--- config.mk ---
export PLATFORM = sky130hd
export DESIGN_NAME = iptr_resolver
export DESIGN_NICKNAME = d
export VERILOG_FILES = /design/src/rtl/iptr_pkg.sv /design/src/rtl/iptr_resolver.sv
export SDC_FILE = /design/constraint.sdc
export NUM_CORES = 1
export LEC_CHECK = 0
export CORE_MARGIN = 3
export CORE_UTILIZATION = 45
export DETAILED_ROUTE_END_ITERATION = 16
export DONT_BUFFER_PORTS = 1
export PLACE_DENSITY = 0.57
export SETUP_SLACK_MARGIN = 0.5
export SYNTH_ARGS = -nofsm -noshare
export SYNTH_HDL_FRONTEND = slang
export SYNTH_SLANG_ARGS = --single-unit
--- constraint.sdc ---
create_clock -name CORE_CLK_IN -period 65.2 [get_ports CORE_CLK_IN]
set_input_delay 13.04 -clock CORE_CLK_IN [delete_from_list [all_inputs] [get_ports CORE_CLK_IN]]
set_output_delay 13.04 -clock CORE_CLK_IN [all_outputs]
set_load 0.03 [all_outputs]
--- src/rtl/iptr_pkg.sv ---
// Constants and types for the interrupt priority and trap resolver
package iptr_pkg;

   // Sources and vectors
   localparam int          NUM_SRC  = 54;
   localparam int          NUM_TRAP = 4;
   localparam logic [53:0] SRC_IMPL = 54'h067F_FFFF_FFFF;
   localparam logic [5:0]  VEC_OFS  = 6'h08;
   localparam logic [5:0]  LVD_NUM  = 6'h2A;
   localparam logic [2:0]  PRIO_RST = 3'h4;

   // Trap levels; pending bit i stands for level LVL_MATH + i
   localparam logic [3:0]  TRAP_BASE = 4'h8;
   localparam logic [3:0]  LVL_MATH  = 4'hB;

   // Program space
   localparam logic [23:0] RESET_PC = 24'h00_0000;
   localparam logic [23:0] VEC_LO   = 24'h00_0004;
   localparam logic [23:0] VEC_HI   = 24'h00_00FE;

   // Register word indices, byte address is four times the index
   localparam logic [5:0]  W_PRIO = 6'h00;
   localparam logic [5:0]  N_PRIO = 6'h0E;
   localparam logic [5:0]  W_FLAG = 6'h10;
   localparam logic [5:0]  W_EN   = 6'h14;
   localparam logic [5:0]  W_CPU  = 6'h18;
   localparam logic [5:0]  W_TCTL = 6'h19;
   localparam logic [5:0]  W_RST  = 6'h1A;
   localparam logic [5:0]  W_VEC  = 6'h1B;

   // Field positions
   localparam int          TC_OVA  = 0;
   localparam int          TC_OVB  = 1;
   localparam int          TC_COV  = 2;
   localparam int          TC_PEND = 8;
   localparam int          RC_CONF = 7;
   localparam int          VS_LVL  = 8;
   localparam int          VS_REQ  = 15;

   // Reset values
   localparam logic [2:0]  TCTL_RST  = 3'h0;
   localparam logic [2:0]  IPL_RST   = 3'h0;
   localparam logic [7:0]  CAUSE_RST = 8'h00;

   typedef enum logic {
      REQ_IDLE = 1'b0,
      REQ_HOLD = 1'b1
   } iptr_req_e;

endpackage : iptr_pkg

--- src/rtl/iptr_resolver.sv ---
// Interrupt priority resolver, trap detector and reset source logic
//
// Function
// - Three-bit priority field per source nibble
// - Nibble top bit reads as zero
// - Priority 0 lowest, 7 highest
// - Equal priority ties resolved by table position
// - Lower interrupt number wins ties, 0 first
// - Vector number is interrupt number plus eight
// - Numbers 39-40, 43-53 unused; low-voltage is 42
// - Any reset restarts fetch at address zero
// - Six error conditions request a device reset
// - Flushed illegal opcode raises no reset
// - Traps levels 11-14, trap level bit set
// - Level seven blocks interrupts, traps still pass
// - Trap taken after offending instruction completes
// - Divide by zero aborts, raises math trap
// - Enabled bit 31 overflow raises math trap
// - Enabled bit 39 overflow raises math trap
// - Oversized shift amount raises math trap
// - Misaligned or unimplemented reads raise address trap
// - Fetch from vector space raises address trap
// - Split MAC: other space counts unimplemented
// - Invalid trap vector raises address trap
// - Traps nest; a lower hard trap over a higher one resets
// - Request flag sets regardless of enable
// - Interrupt only above current processor level
// - Priority zero source never interrupts
// - Hard trap conflict resets, sets status flag
`timescale 1ns/1ns
`default_nettype none

module iptr_resolver (
   input  wire logic        CORE_CLK_IN,
   input  wire logic        RESETN_IN,
   input  wire logic        PSEL_IN,
   input  wire logic        PENABLE_IN,
   input  wire logic        PWRITE_IN,
   input  wire logic [11:0] PADDR_IN,
   input  wire logic [31:0] PWDATA_IN,
   output logic      [31:0] PRDATA_OUT,
   output logic             PREADY_OUT,
   output logic             PSLVERR_OUT,
   input  wire logic [53:0] SRC_EVENT_IN,
   output logic             IRQ_REQ_OUT,
   output logic      [5:0]  IRQ_VECTOR_OUT,
   output logic      [3:0]  IRQ_LEVEL_OUT,
   input  wire logic        IRQ_ACK_IN,
   input  wire logic        INSTR_DONE_IN,
   input  wire logic        TRAP_RETURN_IN,
   output logic      [3:0]  CPU_LEVEL_OUT,
   input  wire logic        DIV_ZERO_IN,
   input  wire logic [1:0]  ACC_OVF31_IN,
   input  wire logic        GUARD_USED_IN,
   input  wire logic [1:0]  ACC_OVF39_IN,
   input  wire logic        SAT_ANY_IN,
   input  wire logic        SHIFT_BIG_IN,
   output logic             DIV_ABORT_OUT,
   input  wire logic        MISALIGN_IN,
   input  wire logic        DATA_UNIMPL_IN,
   input  wire logic        PROG_UNIMPL_IN,
   input  wire logic        FETCH_VALID_IN,
   input  wire logic [23:0] FETCH_ADDR_IN,
   input  wire logic        MAC_SPLIT_IN,
   input  wire logic        X_IN_YSPACE_IN,
   input  wire logic        Y_IN_XSPACE_IN,
   input  wire logic        TRAP_VEC_BAD_IN,
   input  wire logic        STACK_ERR_IN,
   input  wire logic        OSC_FAIL_IN,
   input  wire logic        WDT_TIMEOUT_IN,
   input  wire logic        UNINIT_W_IN,
   input  wire logic        ILLEGAL_OP_IN,
   input  wire logic        OP_FLUSHED_IN,
   input  wire logic        BROWNOUT_IN,
   input  wire logic        TRAP_LOCKOUT_IN,
   input  wire logic        SOFT_RESET_IN,
   output logic             SYS_RESET_OUT,
   output logic             FETCH_RESTART_OUT,
   output logic      [23:0] RESET_PC_OUT
);

   localparam int N = iptr_pkg::NUM_SRC;

   logic [2:0]          prio_q [N];
   logic [53:0]         flag_q;
   logic [53:0]         flag_d;
   logic [53:0]         en_q;
   logic [2:0]          ipl_q;
   logic                trap_bit_q;
   logic [3:0]          trap_lvl_q;
   logic [2:0]          tctl_q;
   logic [3:0]          tpend_q;
   logic [3:0]          tset;
   logic [3:0]          tack;
   logic [7:0]          cause_q;
   iptr_pkg::iptr_req_e state_q;
   logic [5:0]          vec_q;
   logic [3:0]          lvl_q;
   logic [31:0]         prdata_q;
   logic [31:0]         rd;
   logic                slverr_q;
   logic                sysrst_q;
   logic                restart_q;
   logic                divab_q;

   logic [5:0]          widx;
   logic                map_ok;
   logic                wr_en;
   logic                setup;
   logic [3:0]          cpu_lvl;
   logic                irq_hit;
   logic [2:0]          irq_lvl;
   logic [5:0]          irq_num;
   logic                tr_hit;
   logic [3:0]          tr_lvl;
   logic                trap_go;
   logic                ack_now;
   logic                math_c;
   logic                addr_c;
   logic                vec_fetch;
   logic                conflict;
   logic [5:0]          rst_src;

   // Word-aligned, inside the populated part of the map
   function automatic logic mapped(input logic [11:0] a);
      logic [5:0] w;
      w = a[7:2];
      mapped = (a[11:8] == 4'h0) && (a[1:0] == 2'h0) &&
               ((w < iptr_pkg::N_PRIO) ||
                ((w >= iptr_pkg::W_FLAG) && (w <= iptr_pkg::W_VEC)));
   endfunction : mapped

   // APB decode, zero wait states
   assign widx       = PADDR_IN[7:2];
   assign map_ok     = mapped(PADDR_IN);
   assign setup      = PSEL_IN & ~PENABLE_IN;
   assign wr_en      = PSEL_IN & PENABLE_IN & PWRITE_IN & map_ok;
   assign PREADY_OUT = 1'b1;
   assign PRDATA_OUT = prdata_q;
   assign PSLVERR_OUT = slverr_q;

   // Priority fields
   always_ff @(posedge CORE_CLK_IN or negedge RESETN_IN) begin
      if (!RESETN_IN) begin
         for (int i = 0; i < N; i++) begin
            prio_q[i] <= iptr_pkg::PRIO_RST;
         end
      end else begin
         for (int i = 0; i < N; i++) begin
            if (wr_en && (widx == 6'(i / 4))) begin
               prio_q[i] <= PWDATA_IN[(i % 4) * 4 +: 3];
            end
         end
      end
   end

   // Request flags: write zero clears, a new event wins
   always_comb begin
      for (int i = 0; i < N; i++) begin
         flag_d[i] = (flag_q[i] &
                      ~(wr_en &&
                        (widx == iptr_pkg::W_FLAG + 6'(i / 16)) &&
                        !PWDATA_IN[i % 16])) |
                     SRC_EVENT_IN[i];
         flag_d[i] = flag_d[i] & iptr_pkg::SRC_IMPL[i];
      end
   end

   always_ff @(posedge CORE_CLK_IN or negedge RESETN_IN) begin
      if (!RESETN_IN) begin
         flag_q <= '0;
      end else begin
         flag_q <= flag_d;
      end
   end

   // Request enables
   always_ff @(posedge CORE_CLK_IN or negedge RESETN_IN) begin
      if (!RESETN_IN) begin
         en_q <= '0;
      end else begin
         for (int i = 0; i < N; i++) begin
            if (wr_en && (widx == iptr_pkg::W_EN + 6'(i / 16))) begin
               en_q[i] <= PWDATA_IN[i % 16];
            end
         end
      end
   end

   // Trap condition enables
   always_ff @(posedge CORE_CLK_IN or negedge RESETN_IN) begin
      if (!RESETN_IN) begin
         tctl_q <= iptr_pkg::TCTL_RST;
      end else if (wr_en && (widx == iptr_pkg::W_TCTL)) begin
         tctl_q <= PWDATA_IN[2:0];
      end
   end

   // Processor level, acceptance overrides a software write
   always_ff @(posedge CORE_CLK_IN or negedge RESETN_IN) begin
      if (!RESETN_IN) begin
         ipl_q <= iptr_pkg::IPL_RST;
      end else if (ack_now && !lvl_q[3]) begin
         ipl_q <= lvl_q[2:0];
      end else if (wr_en && (widx == iptr_pkg::W_CPU)) begin
         ipl_q <= PWDATA_IN[2:0];
      end
   end

   always_ff @(posedge CORE_CLK_IN or negedge RESETN_IN) begin
      if (!RESETN_IN) begin
         trap_bit_q <= 1'b0;
         trap_lvl_q <= 4'h0;
      end else if (ack_now && lvl_q[3]) begin
         trap_bit_q <= 1'b1;
         trap_lvl_q <= lvl_q;
      end else if (TRAP_RETURN_IN) begin
         trap_bit_q <= 1'b0;
         trap_lvl_q <= 4'h0;
      end
   end

   assign cpu_lvl       = {trap_bit_q, ipl_q};
   assign CPU_LEVEL_OUT = cpu_lvl;

   // Trap conditions
   assign math_c = DIV_ZERO_IN |
                   ((|(ACC_OVF31_IN & {tctl_q[iptr_pkg::TC_OVB],
                                      tctl_q[iptr_pkg::TC_OVA]})) &
                    ~GUARD_USED_IN) |
                   (tctl_q[iptr_pkg::TC_COV] & (|ACC_OVF39_IN) &
                    ~SAT_ANY_IN) |
                   SHIFT_BIG_IN;

   assign vec_fetch = FETCH_VALID_IN &&
                      (FETCH_ADDR_IN >= iptr_pkg::VEC_LO) &&
                      (FETCH_ADDR_IN <= iptr_pkg::VEC_HI);

   assign addr_c = MISALIGN_IN | DATA_UNIMPL_IN | PROG_UNIMPL_IN |
                   vec_fetch |
                   (MAC_SPLIT_IN & (X_IN_YSPACE_IN | Y_IN_XSPACE_IN)) |
                   TRAP_VEC_BAD_IN;

   assign tset = {OSC_FAIL_IN, STACK_ERR_IN, addr_c, math_c};

   always_comb begin
      for (int i = 0; i < iptr_pkg::NUM_TRAP; i++) begin
         tack[i] = ack_now && (lvl_q == iptr_pkg::LVL_MATH + 4'(i));
      end
   end

   // Pending traps, a new condition wins over the acceptance
   always_ff @(posedge CORE_CLK_IN or negedge RESETN_IN) begin
      if (!RESETN_IN) begin
         tpend_q <= 4'h0;
      end else begin
         tpend_q <= (tpend_q & ~tack) | tset;
      end
   end

   // Lower hard trap against a higher one pending or in service
   always_comb begin
      conflict = 1'b0;
      for (int i = 1; i < iptr_pkg::NUM_TRAP; i++) begin
         if (tset[i] &&
             ((|(tpend_q >> (i + 1))) ||
              (trap_bit_q &&
               (trap_lvl_q > iptr_pkg::LVL_MATH + 4'(i))))) begin
            conflict = 1'b1;
         end
      end
   end

   // Highest pending trap, traps ignore the processor level
   always_comb begin
      tr_hit = 1'b0;
      tr_lvl = iptr_pkg::TRAP_BASE;
      for (int i = 0; i < iptr_pkg::NUM_TRAP; i++) begin
         if (tpend_q[i]) begin
            tr_hit = 1'b1;
            tr_lvl = iptr_pkg::LVL_MATH + 4'(i);
         end
      end
   end

   assign trap_go = tr_hit & INSTR_DONE_IN;

   // Interrupt winner; descending scan lets the lower number win ties
   always_comb begin
      irq_hit = 1'b0;
      irq_lvl = 3'h0;
      irq_num = 6'h00;
      for (int i = N - 1; i >= 0; i--) begin
         if (flag_q[i] && en_q[i] && iptr_pkg::SRC_IMPL[i] &&
             (prio_q[i] != 3'h0) &&
             ({1'b0, prio_q[i]} > cpu_lvl) &&
             (!irq_hit || (prio_q[i] >= irq_lvl))) begin
            irq_hit = 1'b1;
            irq_lvl = prio_q[i];
            irq_num = 6'(i);
         end
      end
   end

   // Request handshake toward the core
   assign ack_now = (state_q == iptr_pkg::REQ_HOLD) && IRQ_ACK_IN;

   always_ff @(posedge CORE_CLK_IN or negedge RESETN_IN) begin
      if (!RESETN_IN) begin
         state_q <= iptr_pkg::REQ_IDLE;
      end else begin
         case (state_q)
            iptr_pkg::REQ_IDLE: begin
               if (trap_go || irq_hit) begin
                  state_q <= iptr_pkg::REQ_HOLD;
               end
            end
            iptr_pkg::REQ_HOLD: begin
               if (IRQ_ACK_IN) begin
                  state_q <= iptr_pkg::REQ_IDLE;
               end
            end
            default: begin
               state_q <= iptr_pkg::REQ_IDLE;
            end
         endcase
      end
   end

   // Vector and level latch, frozen while the strobe stands
   always_ff @(posedge CORE_CLK_IN or negedge RESETN_IN) begin
      if (!RESETN_IN) begin
         vec_q <= 6'h00;
         lvl_q <= 4'h0;
      end else if (state_q == iptr_pkg::REQ_IDLE) begin
         if (trap_go) begin
            vec_q <= {3'h0, tr_lvl[2:0]};
            lvl_q <= tr_lvl;
         end else if (irq_hit) begin
            vec_q <= irq_num + iptr_pkg::VEC_OFS;
            lvl_q <= {1'b0, irq_lvl};
         end
      end
   end

   assign IRQ_REQ_OUT    = (state_q == iptr_pkg::REQ_HOLD);
   assign IRQ_VECTOR_OUT = vec_q;
   assign IRQ_LEVEL_OUT  = lvl_q;

   // Reset sources
   assign rst_src = {SOFT_RESET_IN, TRAP_LOCKOUT_IN, BROWNOUT_IN,
                     ILLEGAL_OP_IN & ~OP_FLUSHED_IN,
                     UNINIT_W_IN, WDT_TIMEOUT_IN};

   // Cause flags: write zero clears, a new cause wins
   always_ff @(posedge CORE_CLK_IN or negedge RESETN_IN) begin
      if (!RESETN_IN) begin
         cause_q <= iptr_pkg::CAUSE_RST;
      end else begin
         if (wr_en && (widx == iptr_pkg::W_RST)) begin
            cause_q <= (cause_q & PWDATA_IN[7:0]) |
                       {conflict, 1'b0, rst_src};
         end else begin
            cause_q <= cause_q | {conflict, 1'b0, rst_src};
         end
      end
   end

   always_ff @(posedge CORE_CLK_IN or negedge RESETN_IN) begin
      if (!RESETN_IN) begin
         sysrst_q  <= 1'b0;
         restart_q <= 1'b1;
         divab_q   <= 1'b0;
      end else begin
         sysrst_q  <= (|rst_src) | conflict;
         restart_q <= sysrst_q;
         divab_q   <= DIV_ZERO_IN;
      end
   end

   assign SYS_RESET_OUT     = sysrst_q;
   assign FETCH_RESTART_OUT = restart_q;
   assign RESET_PC_OUT      = iptr_pkg::RESET_PC;
   assign DIV_ABORT_OUT     = divab_q;

   // Read mux
   always_comb begin
      logic [63:0] f64;
      logic [63:0] e64;
      int          k;
      f64 = {10'h000, flag_q};
      e64 = {10'h000, en_q};
      k   = 0;
      rd  = 32'h0000_0000;
      if (!map_ok) begin
         rd = 32'h0000_0000;
      end else if (widx < iptr_pkg::N_PRIO) begin
         for (int j = 0; j < 4; j++) begin
            k = int'(widx) * 4 + j;
            if (k < N) begin
               rd[j * 4 +: 3] = prio_q[k];
            end
         end
      end else if (widx < iptr_pkg::W_EN) begin
         rd[15:0] = f64[int'(widx - iptr_pkg::W_FLAG) * 16 +: 16];
      end else if (widx < iptr_pkg::W_CPU) begin
         rd[15:0] = e64[int'(widx - iptr_pkg::W_EN) * 16 +: 16];
      end else begin
         case (widx)
            iptr_pkg::W_CPU: begin
               rd[3:0] = cpu_lvl;
            end
            iptr_pkg::W_TCTL: begin
               rd[2:0] = tctl_q;
               rd[iptr_pkg::TC_PEND +: 4] = tpend_q;
            end
            iptr_pkg::W_RST: begin
               rd[7:0] = cause_q;
            end
            iptr_pkg::W_VEC: begin
               rd[5:0] = vec_q;
               rd[iptr_pkg::VS_LVL +: 4] = lvl_q;
               rd[iptr_pkg::VS_REQ] = IRQ_REQ_OUT;
            end
            default: begin
               rd = 32'h0000_0000;
            end
         endcase
      end
   end

   // Read data and error captured in the setup cycle
   always_ff @(posedge CORE_CLK_IN or negedge RESETN_IN) begin
      if (!RESETN_IN) begin
         prdata_q <= 32'h0000_0000;
         slverr_q <= 1'b0;
      end else if (setup) begin
         prdata_q <= PWRITE_IN ? 32'h0000_0000 : rd;
         slverr_q <= ~map_ok;
      end
   end

endmodule : iptr_resolver

`default_nettype wire

==> results.yml <==
outcome:
  outcome: "completed"
floorplanning:
  row_count: 85
  die_area_um2: 57880
  initial_core_util_pct: 45.74
  core_um2: 54130
  die_w_um: 240.6
  ioPinCount: 231
  die_height_um: 240.6
sta:
  fmax_ghz: 0.01648
  slew_viol_final: 0
  tightest_slew_ps: 1113
  hold_viol: 0
  period_share_pct: 93.07
  whs_ps: 503.7
  rsz0062_at_grt: "no"
  slew_headroom_pct: 25.60
  period_needed_ps: 60680
  tns_ps: 0
  finalClockSkew_ps: 29.68
  finalSetupViolCount: 0
route:
  drt_iter0_drc: 2136
  dr.pass1.iters: 6
  dr_total_vias: 21530
  drc: 0
  detail_route.wl_per_cell_um: 27.61
  postRouteWirelength_um: 90630
  routed_via_density: 6.558
  ant_nets: 0
final_layout:
  instances_no_fill: 3283
  syn_to_final_growth_pct: 8.125
  final_cell_mix: "dfrtp_1 (253), mux2_2 (237), ha_1 (217)"
  final_common_cell: "dfrtp_1"
  design_area_um2: 26770
  drive_above_1_share_pct: 20.83
  finalNetCount: 2924
logic_synthesis:
  synthArstFlopShare_pct: 100.0
  ys_warn_count: 0
  yosysSeqAreaShare_pct: 31.61
  synth_top_area_share_pct: 25.77
  synth_edf_count: 0
  synth_area_leaders: "dfrtp_1 (26%), ha_1 (11%), mux2_2 (11%)"
  synth_cells: 2579
  synth_ff_type: "dfrtp_1"
  syn_area_um2: 24760
  synth_cell_type_count: 105
  avgSynthCellArea_um2: 9.601
  ys_seq_elements: 310
  yosys.area.top_type: "dfrtp_1"
clocking:
  cts_max_path_buffers: 3
  cts_root_buf: "clkbuf_16"
  clk_pin_slew_ps: 60
  cts_made_buffers: 34
  cts_sinks: 310
  tritoncts: "done"
  cts_hold_buf: 0
  clkLatencyLatePin_ps: 540
  htree_levels: 2
worst_setup_path:
  path_class: "flop to flop"
  crit_slowest_cell: "or4_1"
  path_common_cell: "ha_1"
  cp.arrival_ps: 61090
  start_kind: "flop"
  cp-end-kind: "flop"
  crit_fanout: 10
  max_stage_delay_ps: 590
  cp.required_ps: 65610
power_and_ir_drop:
  power.switching_fraction_pct: 31.62
  powerDensity_nw_per_um2: 19.46
  combPwrFrac_pct: 22.1
  p_switching_uw: 164.7
  max-vdd-ir-drop_mv: 0.01770
  power_frac_seq_pct: 39.7
  clkPwrFrac_pct: 38.2
  p_total_uw: 520.9
  p_leak_nw: 11.46
  power.internal_uw: 356.2
run:
  drv_cap: 0
global_routing:
  antenna_found_initial: 20
  grt_pass1_wl_um: 133900
  grt_usage_pct: 30.63
  first_global_vias: 20640
  grt_start_max_net_pins: 311
  grt.overflow.total: 0
place:
  io_buffers: 0
  place_area_um2: 25290
  hpwl_um: 68510
  routabilityCongestion: 0.9342
  dpl.cell_count: 3204
worst_hold_path:
  hold_path.class: "flop to flop"
flip-flops by register name, summed over array words and instances (netlist names):
| register | count |
|---|---|
| prio_q | 162 |
| tpend_q | 4 |
| IRQ_LEVEL_OUT | 4 |
| IRQ_REQ_OUT | 1 |
| ipl_q | 3 |
| PRDATA_OUT | 16 |
| FETCH_RESTART_OUT | 1 |
| trap_bit_q | 1 |
| flag_q | 41 |
| trap_lvl_q | 3 |
| cause_q | 8 |
| tctl_q | 3 |
| DIV_ABORT_OUT | 1 |
| SYS_RESET_OUT | 1 |
| PSLVERR_OUT | 1 |
| IRQ_VECTOR_OUT | 6 |
| en_q | 54 |
timing repair:
action                                  4_1_cts  5_1_grt
endpoints found under the hold margin         0        0
gates resized for setup                       0       57
setup buffers                                 0        8
endpoints found under the setup margin        0        9
power by group through the flow:
| stage | clock network, mW | logic [mW] | registers, mW |
|---|---|---|---|
| 2_1_floorplan | 0 | 0.0837 | 0.209 |
| 3_3_place_gp | 0 | 0.107 | 0.210 |
| 3_5_place_dp | 0 | 0.113 | 0.210 |
| 4_1_cts | 0.201 | 0.114 | 0.207 |
| 5_1_grt | 0.209 | 0.129 | 0.207 |
| 6_report | 0.199 | 0.115 | 0.207 |
synthesized netlist by cell type (all sizes together), types with 14 or more instances:
cell,number
and3,27
nand3,55
o21a,31
buf,71
nor3,55
o22ai,14
mux2,239
nor2b,32
a31oi,30
nand4,40
ha,217
dfrtp,255
a211oi,30
nand2,188
inv,133
a31o,18
clkbuf,69
nor2,110
a311oi,26
o211ai,27
a221oi,20
mux4,42
o21ai,180
mux2i,49
nor4,18
and2,30
a21o,46
dfstp,55
nand2b,101
o31ai,17
or3,29
a21oi,131
logic make-up (layout without fill, tap and decap cells):
logic type / count (synthesis) / after routing / share of synthesized area [%]
mux: 330 / 330 / 16.70
xor+xnor: 1 / 1 / 0.03538
other cells: 2 / 50 / 0.03033
compound gates: 699 / 699 / 19.89
simple gates: 743 / 743 / 15.68
buf+inv: 273 / 233 / 4.927
fa+ha+maj: 221 / 221 / 11.13
flops: 310 / 310 / 31.61
layer usage:
layer | track usage [%] | wire length (um) | vias to the layer above
met5 | 0 | 18 | -
met4 | 8.397 | 2890 | 4
met3 | 7.645 | 8325 | 151
met2 | 48.11 | 40340 | 917
met1 | 42.25 | 39060 | 10820
li1 | - | - | 9643
stage by stage:
| step | utilization (%) | worst slack (ps) |
|---|---|---|
| final | 49.46 | 4520 |
| after floorplan | - | 7531 |
| after global placement | 46.72 | 1678 |
| after global routing | 49.43 | 413.5 |
| after CTS | 48.82 | 915.5 |
| after detailed placement | 46.72 | 1285 |
path summary, 6_finish.rpt:
kind,from,end,slack [ps],cells after the start
setup / recovery,ipl_q[2],IRQ_VECTOR_OUT[5],4520,292
hold / removal,en_q[39],en_q[39],500,1
setup reg to reg,ipl_q[2],IRQ_VECTOR_OUT[5],4520,292
hold reg to reg,en_q[39],en_q[39],500,1
max in group asynchronous,RESETN_IN,prio_q[62],52500,0
min in group asynchronous,RESETN_IN,IRQ_REQ_OUT,12200,0
critical path: cells and delay by family, from the launching register on:
kind            cells  cell delay (ps)
compound gates    129            26400
mux                14             5160
simple gates       88            13950
buf+inv            14             1800
flops               1              530
xor+xnor            1              120
fa+ha+maj          46            12530
cell type report:
class | count | area (um^2)
inverter | 133 | 503.0
antenna | 9 | 22.52
clock buffer | 47 | 993.5
clock inverter | 15 | 145.1
multi-input combinational | 2035 | 16120
tap | 696 | 870.8
fill | 4975 | 27360
sequential | 310 | 7829
timing repair buffer | 38 | 285.3
Note: power is estimated with default switching activity, not from simulation.
